**src/rtl/line_term_pkg.sv**
```systemverilog
// Constants for the line termination control block.
// Assumes a single 25 MHz clock and a simple same-clock register port.
package line_term_pkg;
    // ***********************************************
    // Register offsets
    // ***********************************************
    localparam logic [7:0] CTRL_ONE_OFFSET = 8'h01;
    localparam logic [7:0] CTRL_THREE_OFFSET = 8'h03;
    localparam logic [7:0] HANDOVER_OFFSET = 8'h12;

    // ***********************************************
    // Field positions
    // ***********************************************
    localparam int RX_TERM_BIT = 7;
    localparam int TX_TERM_BIT = 6;
    localparam int IMP_HIGH_BIT = 5;
    localparam int IMP_LOW_BIT = 4;
    localparam int RATIO_BIT = 0;
    localparam int TX_ON_BIT = 1;
    localparam int TX_ON_HANDOVER_BIT = 5;
    localparam int RX_TERM_HANDOVER_BIT = 4;

    // ***********************************************
    // Reset values (all external, transmitter off)
    // ***********************************************
    localparam logic [7:0] CTRL_ONE_RESET = 8'h00;
    localparam logic [7:0] CTRL_THREE_RESET = 8'h00;
    localparam logic [7:0] HANDOVER_RESET = 8'h00;

    // ***********************************************
    // Impedance codes and internal resistance
    // ***********************************************
    // Resistance is reported in quarter ohms
    localparam logic [1:0] IMP_T1_100 = 2'h0;
    localparam logic [1:0] IMP_J1_110 = 2'h1;
    localparam logic [1:0] IMP_E1_75 = 2'h2;
    localparam logic [1:0] IMP_E1_120 = 2'h3;
    localparam logic [6:0] RINT_T1_Q = 7'h64;
    localparam logic [6:0] RINT_J1_Q = 7'h6E;
    localparam logic [6:0] RINT_E1_75_Q = 7'h4B;
    localparam logic [6:0] RINT_E1_120_Q = 7'h78;
    localparam logic [6:0] RINT_NONE_Q = 7'h00;
    // Line impedance in ohms per code
    localparam logic [6:0] LINE_100_OHM = 7'h64;
    localparam logic [6:0] LINE_110_OHM = 7'h6E;
    localparam logic [6:0] LINE_75_OHM = 7'h4B;
    localparam logic [6:0] LINE_120_OHM = 7'h78;
endpackage

```
**src/rtl/line_termination_control.sv**
```systemverilog
// Line termination control: selects transmit and receive termination,
// impedance, turns ratio and transmit on/off from straps or host registers.
// Assumes straps and pins are asynchronous; register port is on core_clk_i.
`timescale 1ns/1ps
`default_nettype none
module line_termination_control
    import line_term_pkg::*;
#(
    parameter int SYNC_STAGES = 2
) (
    input wire logic core_clk_i,
    input wire logic rst_b_i,
    input wire logic clk_en_i,
    // Mode strap and hardware pins
    input wire logic host_mode_i,
    input wire logic tx_termination_select_i,
    input wire logic rx_termination_select_i,
    input wire logic impedance_code_high_i,
    input wire logic impedance_code_low_i,
    input wire logic turns_ratio_select_i,
    input wire logic transmit_on_pin_i,
    // Register port
    input wire logic reg_we_i,
    input wire logic [7:0] reg_addr_i,
    input wire logic [7:0] reg_wdata_i,
    output logic [7:0] reg_rdata_o,
    // Termination controls
    output logic tx_int_term_en_o,
    output logic rx_int_term_en_o,
    output logic ratio_245_o,
    output logic [1:0] impedance_code_o,
    output logic [6:0] line_ohms_o,
    output logic [6:0] tx_rint_qohm_o,
    output logic tx_output_on_o
);
    // ***********************************************
    // Elaboration check
    // ***********************************************
    // Fewer than two stages would let metastability reach logic
    if (SYNC_STAGES < 2) begin : g_bad_sync
        $error("SYNC_STAGES must be at least 2");
    end

    // ***********************************************
    // Functions
    // ***********************************************
    // Internal transmit resistance for an impedance code
    function automatic logic [6:0] rint_of(input logic [1:0] code);
        logic [6:0] r;
        r = RINT_T1_Q;
        case (code)
            IMP_J1_110: r = RINT_J1_Q;
            IMP_E1_75: r = RINT_E1_75_Q;
            IMP_E1_120: r = RINT_E1_120_Q;
            default: r = RINT_T1_Q;
        endcase
        return r;
    endfunction

    // Line impedance in ohms for an impedance code
    function automatic logic [6:0] ohms_of(input logic [1:0] code);
        logic [6:0] o;
        o = LINE_100_OHM;
        case (code)
            IMP_J1_110: o = LINE_110_OHM;
            IMP_E1_75: o = LINE_75_OHM;
            IMP_E1_120: o = LINE_120_OHM;
            default: o = LINE_100_OHM;
        endcase
        return o;
    endfunction

    // ***********************************************
    // Pin synchronisers
    // ***********************************************
    localparam int NPINS = 7;
    logic [NPINS-1:0] pins_raw; // Asynchronous pin levels
    logic [NPINS-1:0] sync_r [SYNC_STAGES]; // Chain, stage 0 first
    logic [NPINS-1:0] pins_q; // Safe to read

    assign pins_raw = {host_mode_i, tx_termination_select_i,
                       rx_termination_select_i, impedance_code_high_i,
                       impedance_code_low_i, turns_ratio_select_i,
                       transmit_on_pin_i};
    assign pins_q = sync_r[SYNC_STAGES-1];

    // Shift chain; stage 0 feeds only stage 1
    always_ff @(posedge core_clk_i or negedge rst_b_i) begin
        if (!rst_b_i) begin
            for (int i = 0; i < SYNC_STAGES; i++) begin
                sync_r[i] <= '0;
            end
        end else if (clk_en_i) begin
            sync_r[0] <= pins_raw;
            for (int i = 1; i < SYNC_STAGES; i++) begin
                sync_r[i] <= sync_r[i-1];
            end
        end
    end

    logic host_q; // Host mode strap
    logic txsel_q; // Transmit termination strap
    logic rxsel_q; // Receive termination strap
    logic [1:0] imp_q; // Impedance strap pair
    logic ratio_q; // Turns ratio strap
    logic transmit_on_pin_q; // Transmit on pin
    assign host_q = pins_q[6];
    assign txsel_q = pins_q[5];
    assign rxsel_q = pins_q[4];
    assign imp_q = pins_q[3:2];
    assign ratio_q = pins_q[1];
    assign transmit_on_pin_q = pins_q[0];

    // ***********************************************
    // Host registers
    // ***********************************************
    logic [7:0] ctrl_one_r; // Termination and impedance
    logic [7:0] ctrl_three_r; // Ratio and transmit on
    logic [7:0] handover_r; // Pin handover bits

    // Control one written by host
    always_ff @(posedge core_clk_i or negedge rst_b_i) begin
        if (!rst_b_i) begin
            ctrl_one_r <= CTRL_ONE_RESET;
        end else if (clk_en_i && reg_we_i && reg_addr_i == CTRL_ONE_OFFSET) begin
            ctrl_one_r <= reg_wdata_i;
        end
    end

    // Control three written by host
    always_ff @(posedge core_clk_i or negedge rst_b_i) begin
        if (!rst_b_i) begin
            ctrl_three_r <= CTRL_THREE_RESET;
        end else if (clk_en_i && reg_we_i && reg_addr_i == CTRL_THREE_OFFSET) begin
            ctrl_three_r <= reg_wdata_i;
        end
    end

    // Handover register written by host
    always_ff @(posedge core_clk_i or negedge rst_b_i) begin
        if (!rst_b_i) begin
            handover_r <= HANDOVER_RESET;
        end else if (clk_en_i && reg_we_i && reg_addr_i == HANDOVER_OFFSET) begin
            handover_r <= reg_wdata_i;
        end
    end

    // Read data; unmapped offsets read zero
    logic [7:0] rdata_nxt;
    always_comb begin
        if (reg_addr_i == CTRL_ONE_OFFSET) begin
            rdata_nxt = ctrl_one_r;
        end else if (reg_addr_i == CTRL_THREE_OFFSET) begin
            rdata_nxt = ctrl_three_r;
        end else if (reg_addr_i == HANDOVER_OFFSET) begin
            rdata_nxt = handover_r;
        end else begin
            rdata_nxt = 8'h00;
        end
    end

    // ***********************************************
    // Source selection
    // ***********************************************
    logic tx_int_nxt; // Internal transmit termination
    logic rx_int_nxt; // Internal receive termination
    logic [1:0] imp_nxt; // Active impedance code
    logic ratio_nxt; // Ratio, 1 means 1:2.45
    logic transmit_on_pin_nxt; // Transmitter enabled

    always_comb begin
        // Pins drive everything outside host mode
        // strap selects termination
        tx_int_nxt = txsel_q;
        rx_int_nxt = rxsel_q;
        imp_nxt = imp_q;
        ratio_nxt = ratio_q;
        transmit_on_pin_nxt = transmit_on_pin_q;
        if (host_q) begin
            tx_int_nxt = ctrl_one_r[TX_TERM_BIT];
            imp_nxt = {ctrl_one_r[IMP_HIGH_BIT], ctrl_one_r[IMP_LOW_BIT]};
            ratio_nxt = ctrl_three_r[RATIO_BIT];
            if (handover_r[TX_ON_HANDOVER_BIT]) begin
                transmit_on_pin_nxt = transmit_on_pin_q;
            end else begin
                transmit_on_pin_nxt = ctrl_three_r[TX_ON_BIT];
            end
            if (handover_r[RX_TERM_HANDOVER_BIT]) begin
                rx_int_nxt = rxsel_q;
            end else begin
                rx_int_nxt = ctrl_one_r[RX_TERM_BIT];
            end
        end
        if (tx_int_nxt) begin
            ratio_nxt = 1'b0;
        end
    end

    // ***********************************************
    // Output registers
    // ***********************************************
    // Registered so straps never glitch analog controls
    always_ff @(posedge core_clk_i or negedge rst_b_i) begin
        if (!rst_b_i) begin
            tx_int_term_en_o <= 1'b0;
            rx_int_term_en_o <= 1'b0;
            ratio_245_o <= 1'b0;
            impedance_code_o <= IMP_T1_100;
            line_ohms_o <= LINE_100_OHM;
            tx_output_on_o <= 1'b0;
            reg_rdata_o <= 8'h00;
        end else if (clk_en_i) begin
            tx_int_term_en_o <= tx_int_nxt;
            rx_int_term_en_o <= rx_int_nxt;
            ratio_245_o <= ratio_nxt;
            impedance_code_o <= imp_nxt;
            line_ohms_o <= ohms_of(imp_nxt);
            tx_output_on_o <= transmit_on_pin_nxt;
            reg_rdata_o <= rdata_nxt;
        end
    end

    // Internal resistance, zero when external
    always_ff @(posedge core_clk_i or negedge rst_b_i) begin
        if (!rst_b_i) begin
            tx_rint_qohm_o <= RINT_NONE_Q;
        end else if (clk_en_i) begin
            tx_rint_qohm_o <= tx_int_nxt ? rint_of(imp_nxt) : RINT_NONE_Q;
        end
    end
endmodule
`default_nettype wire

```
**config.mk**
```make
export PLATFORM = sky130hd
export DESIGN_NAME = line_termination_control
export DESIGN_NICKNAME = d
export VERILOG_FILES = /design/src/rtl/line_term_pkg.sv /design/src/rtl/line_termination_control.sv
export SDC_FILE = /design/constraint.sdc
export NUM_CORES = 1
export LEC_CHECK = 0
export BUFFER_PORTS_ARGS = -buffer_cell sky130_fd_sc_hd__buf_4
export CAP_MARGIN = 20
export CORE_ASPECT_RATIO = 1.2
export CORE_MARGIN = 2
export CORE_UTILIZATION = 59
export DETAILED_ROUTE_END_ITERATION = 8
export HOLD_SLACK_MARGIN = 0.02
export PLACE_DENSITY = 0.81
export SYNTH_ARGS = -nofsm -noshare
export SYNTH_HDL_FRONTEND = slang
export SYNTH_SLANG_ARGS = --single-unit
```
**constraint.sdc**
```tcl
create_clock -name core_clk_i -period 2.6 [get_ports core_clk_i]
set_input_delay 0.13 -clock core_clk_i [delete_from_list [all_inputs] [get_ports core_clk_i]]
set_output_delay 0.13 -clock core_clk_i [all_outputs]
set_load 0.005 [all_outputs]
```
=== After elaboration in Yosys (flattened, before gate mapping) ===
Cells that the tools add are included.

* Register bits: 66
* Output and inout port bits: 28
* Word-level logic and storage cells: 36

* Eq/ne operators: 6
* Mux-type cells: 13
* Reduce and logical (&&, ||, !) cells: 4

{| class="wikitable"
|+ Operators with widths
! operator !! number
|-
| $mux 8 || 3
|-
| $pmux 6 s3 || 1
|-
| $eq 8x1->1 const B || 1
|-
| $eq 8x2->1 const B || 1
|-
| $eq 8x5->1 const B || 1
|-
| $mux 1 || 7
|-
| $mux 7 || 1
|-
| $eq 2x2->1 const B || 2
|-
| $logic_and 1x1->1 || 4
|-
| $eq 2x1->1 const B || 1
|-
| $mux 2 || 1
|}

=== Logic depth before layout (Yosys ltp) ===
* Depth after elaboration: 4
* Gate-level depth with buffers: 6
* Depth with buffers taken out: 5

=== Worst setup path before layout ===
Ideal clock, no wire load.

* Kind: register to register
* Start point: reg sync_r (netlist bit pins_q[6])
* End point: reg tx_rint_qohm_o[1]
* Setup time: 149 ps
* Data arrival time: 1346 ps
* Setup slack: 1105 ps
* Cell stages (with the launch flop): 6
* Path through: dfrtp_1 > clkbuf_1 > mux2i_1 > ha_1 > nand2_1 > o22ai_1

* Word-level cells in the longest chain between the ends: 4
* Elaborated cells between the ends (all ways): 7

{| class="wikitable"
|+ Ends and longest elaborated chain
! element !! RTL line !! RTL
|-
| start: declaration || line_termination_control.sv:78 || <nowiki>logic [NPINS-1:0] sync_r [SYNC_STAGES];</nowiki>
|-
| start signal: indexed assignment || line_termination_control.sv:96 || <nowiki>sync_r[i] <= sync_r[i-1];</nowiki>
|-
| $mux 2 || line_termination_control.sv:179 || <nowiki>if (host_q) begin</nowiki>
|-
| $eq 2x2->1 or $eq 2x1->1 (tied branches) || line_termination_control.sv:51 || <nowiki>case (code)</nowiki>
|-
| $pmux 6 s3 || line_termination_control.sv:51 ||
|-
| $mux 7 (*) || line_termination_control.sv:228 || <nowiki>tx_rint_qohm_o <= tx_int_nxt ? rint_of(imp_nxt) : RINT_NONE_Q;</nowiki>
|-
| end signal: assignment || line_termination_control.sv:228 ||
|-
| end: declaration || line_termination_control.sv:33 || <nowiki>output logic [6:0] tx_rint_qohm_o,</nowiki>
|}

Mark *: on every way between the ends. The rest lies on a longest branch, timed or not.
A chain may end at the register's enable or synchronous reset.

=== Worst setup path in the final report ===
* Start point: reg sync_r (netlist bit pins_q[6])
* End point: reg tx_rint_qohm_o[5]

* Word-level cells in the longest chain between the ends: 4
* Elaborated cells between the ends (all ways): 7

{| class="wikitable"
|+ Ends and longest elaborated chain
! element !! RTL line !! RTL
|-
| $mux 2 (*) || line_termination_control.sv:179 ||
|-
| named net imp_nxt[1] || line_termination_control.sv:167 || <nowiki>logic [1:0] imp_nxt;</nowiki>
|-
| $eq 2x2->1 or $eq 2x1->1 (tied branches) || line_termination_control.sv:51 ||
|-
| $pmux 6 s3 (*) || line_termination_control.sv:51 ||
|-
| $mux 7 (*) || line_termination_control.sv:228 ||
|}

The timed path passes the listed nets; every way through them passes the cells marked *.

==> results.sh <==
export IMPL_run_status="completed"
export IMPL_post_route_period_util_pct=65.7
export IMPL_grt_remaining_overflow=0
export IMPL_cpPeakStageDelay_ns=0.54
export IMPL_drtAntennaViolNets=0
export IMPL_path_max_fanout=7
export IMPL_grt_use_total_pct=24.5
export IMPL_yosysWarnings=0
export IMPL_fp_dieH_um=79.9
export IMPL_hold_depth=2
export IMPL_slew_headroom_pct=48.0
export IMPL_place_congestion=0.789
export IMPL_synth_xor_area_share_pct=0
export IMPL_antenna_found_initial=0
export IMPL_cts_tree="yes"
export IMPL_finClkSkew_ns=0.00746
export IMPL_fill_cells=324
export IMPL_reg2reg_depth=5
export IMPL_peakVddDrop_mv=0.438
export IMPL_cts_buffers=9
export IMPL_end_kind="flop"
export IMPL_synth_fa_ha_area_share_pct=1.77
export IMPL_grt_max_degree=65
export IMPL_hold_path_startpoint="tx_termination_select_i"
export IMPL_critical_path_class="flop to flop"
export IMPL_htree_levels=3
export IMPL_initial_utilization_pct=61.6
export IMPL_fmax_ghz=0.585
export IMPL_cts_root_buf="clkbuf_8"
export IMPL_die_w_um=67.2
export IMPL_r2r_end="tx_rint_qohm_o[5]$_DFFE_PN0P_"
export IMPL_final_nets=308
export IMPL_slowest_stage="dfrtp_1"
export IMPL_multiInputGateArea_um2=1090
export IMPL_post_cts_resized=0
export IMPL_layout_drive_gt1_share_pct=40.4
export IMPL_regArea_um2=1600
export IMPL_yosys_top_cells_area="dfrtp_1 (55%), mux2_2 (16%), a41oi_1 (2.5%)"
export IMPL_ys_seq_elements=64
export IMPL_clock_sinks=64
export IMPL_synth_top_family_by_area="multiplexers"
export IMPL_start_kind="flop"
export IMPL_p_total_mw=2.23
export IMPL_syn_instance_count=218
export IMPL_post_cts_buffers=0
export IMPL_powerDensity_nw_per_um2=637
export IMPL_min_path_type="primary input to flop"
export IMPL_antenna_cells=0
export IMPL_leakagePower_nw=1.70
export IMPL_initialDrtViolationCount=105
export IMPL_cp_required_ns=2.86
export IMPL_yosys_cell_types_count=29
export IMPL_tns_ns=0
export IMPL_final_max_slew_viol_count=0
export IMPL_synth_top_area_share_pct=54.8
export IMPL_via_per_inst=5.64
export IMPL_area_growth_pct=23.4
export IMPL_worstSkewPairLatency_ns=0.35
export IMPL_tightest_slew_ns=0.780
export IMPL_avgSynthCellArea_um2=13.0
export IMPL_die_area_um2=5370
export IMPL_num_rows=27
export IMPL_synth_area_mux_share_pct=17.3
export IMPL_maxCapViolations=0
export IMPL_grt_pass1_vias=1940
export IMPL_crit_arrival_ns=1.97
export IMPL_num_vias=1917
export IMPL_wirelength_um=5730
export IMPL_drc_errors=0
export IMPL_r2r_start="pins_q[6]$_DFFE_PN0P_"
export IMPL_synth_nets=249
export IMPL_clk_pin_slew_ns=0.07
export IMPL_setup_viol=0
export IMPL_min_to="sync_r[12]$_DFFE_PN0P_"
export IMPL_yosys_area_top_type="dfrtp_1"
export IMPL_synth_simple_area_share_pct=9.28
export IMPL_syn_cell_area_um2=2830
export IMPL_synth_compound_area_share_pct=10.2
export IMPL_fin_crit_ns=1.71
export IMPL_finalHoldViolCount=0
export IMPL_rsz0062_at_grt="false"
export IMPL_wl_per_cell_um=16.8
export IMPL_crit_chain="mux2i_1 > inv_1 > ha_1 > nand2b_1 > o22ai_1"
export IMPL_io_pins=55
export IMPL_ys_seq_area_share_pct=56.7
export IMPL_portBuffers=53
export IMPL_holdBufCountCts=6
export IMPL_firstDrtPassIters=4
export IMPL_hpwl_um=3800
export IMPL_r2r_slack_ns=0.89
export IMPL_coreArea_um2=4590
export IMPL_cts_max_path_buffers=2
export IMPL_grt_pass1_wl_um=9430
## report_power, final
group          switching (mW)  internal (mW)  total [mW]
combinational           0.140          0.159       0.300
sequential             0.0493           1.08        1.13
clock                   0.363          0.439       0.802
## sequential cells by signal, summed over array words and instances, names as in the netlist
signal	flops
ctrl_one_r	8
rx_int_term_en_o	1
impedance_code_o	2
tx_rint_qohm_o	6
ctrl_three_r	8
ratio_245_o	1
tx_output_on_o	1
line_ohms_o	6
reg_rdata_o	8
pins_q	7
sync_r	7
tx_int_term_en_o	1
handover_r	8
## how the worst max path moves through the flow
stage / start / end / slack (ns) / cells past startpoint
final: pins_q[6]$_DFFE_PN0P_ / tx_rint_qohm_o[5]$_DFFE_PN0P_ / 0.89 / 5
after global placement: reg_addr_i[6] / handover_r[3]$_DFFE_PN0P_ / 0.86 / 4
after global routing: pins_q[6]$_DFFE_PN0P_ / tx_rint_qohm_o[5]$_DFFE_PN0P_ / 0.75 / 5
after detailed placement: reg_addr_i[6] / handover_r[4]$_DFFE_PN0P_ / 0.82 / 4
after floorplan: pins_q[6]$_DFFE_PN0P_ / tx_rint_qohm_o[1]$_DFFE_PN0P_ / 1.10 / 5
after CTS: pins_q[6]$_DFFE_PN0P_ / tx_rint_qohm_o[5]$_DFFE_PN0P_ / 0.88 / 5
## stage by stage
step | cells | worst slack, ns | area, um2 | hold WS, ns | utilization, %
floorplan | 218 | 1.10 | 2830 | -0.166 | -
global placement | 317 | 0.857 | 3240 | 0.257 | 70.6
detailed placement | 317 | 0.821 | 3240 | 0.266 | 70.6
CTS | 339 | 0.883 | 3480 | 0.0216 | 75.8
global route | 340 | 0.753 | 3490 | 0.0290 | 76.1
finish | 340 | 0.891 | 3490 | 0.0319 | 76.1
## layout make-up
| cell class | instances | area share, % |
|---|---|---|
| clock buffer | 12 | 3.87 |
| inverter | 16 | 1.72 |
| tap | 58 | 2.08 |
| multi-input combinational | 124 | 31.3 |
| clock inverter | 4 | 1.29 |
| sequential | 64 | 45.9 |
| timing repair buffer | 62 | 13.8 |
## placed cells by master (no fill, tap or decap), types with 3 or more instances in the layout
master / n
dfrtp_1: 62
buf_4: 55
mux2_2: 39
inv_1: 16
nor2b_1: 10
clkbuf_8: 9
a22oi_1: 8
a41oi_1: 8
o31ai_1: 8
o21ai_0: 8
dlygate4sd3_1: 7
mux2i_1: 5
nand2b_1: 5
nand2_1: 5
o22ai_1: 5
nor2_1: 4
a21oi_1: 4
ha_1: 4
clkinv_2: 3
clkbuf_1: 3
## worst max-delay path, delay by kind of cell (launching register included)
family	cells	cell delay, ns
adder cells (fa/ha/maj)	1	0.22
AND/OR/NAND/NOR	1	0.16
multiplexers	1	0.43
flip-flops	1	0.54
AO/OA/AOI/OAI	1	0.12
buffers and inverters	1	0.15
## per-layer routing
layer	part of all wire, %	routed length, um	GRT usage, %
met1	42	2410	30.3
met2	52	2960	39.9
met3	4.3	247	5.22
met4	2.0	116	12.9
met5	0	0	0
## cell usage after synthesis (all sizes together)
master  number
nor2         4
a21oi        4
conb         1
nor4bb       2
a41oi        8
o31ai        8
mux2        39
nand2b       5
inv         16
dfstp        2
nor2b       10
nand4        3
clkbuf       7
nand3b       1
o22ai        5
buf          7
o21a         1
nand2        5
a22oi        8
mux2i        5
o21ai        8
nand3        1
dfrtp       62
ha           4
nor4b        2
## kinds of logic (layout without fill, tap and decap cells)
kind of cell / Yosys count / count (layout)
DFF: 64 / 64
muxes: 44 / 44
AOI/OAI and AO/OA: 42 / 42
and+or+nand+nor: 33 / 33
buffers and inverters: 30 / 94
adders and majority gates: 4 / 4
other: 1 / 1
No activity file was read; power rests on OpenSTA's default activity.
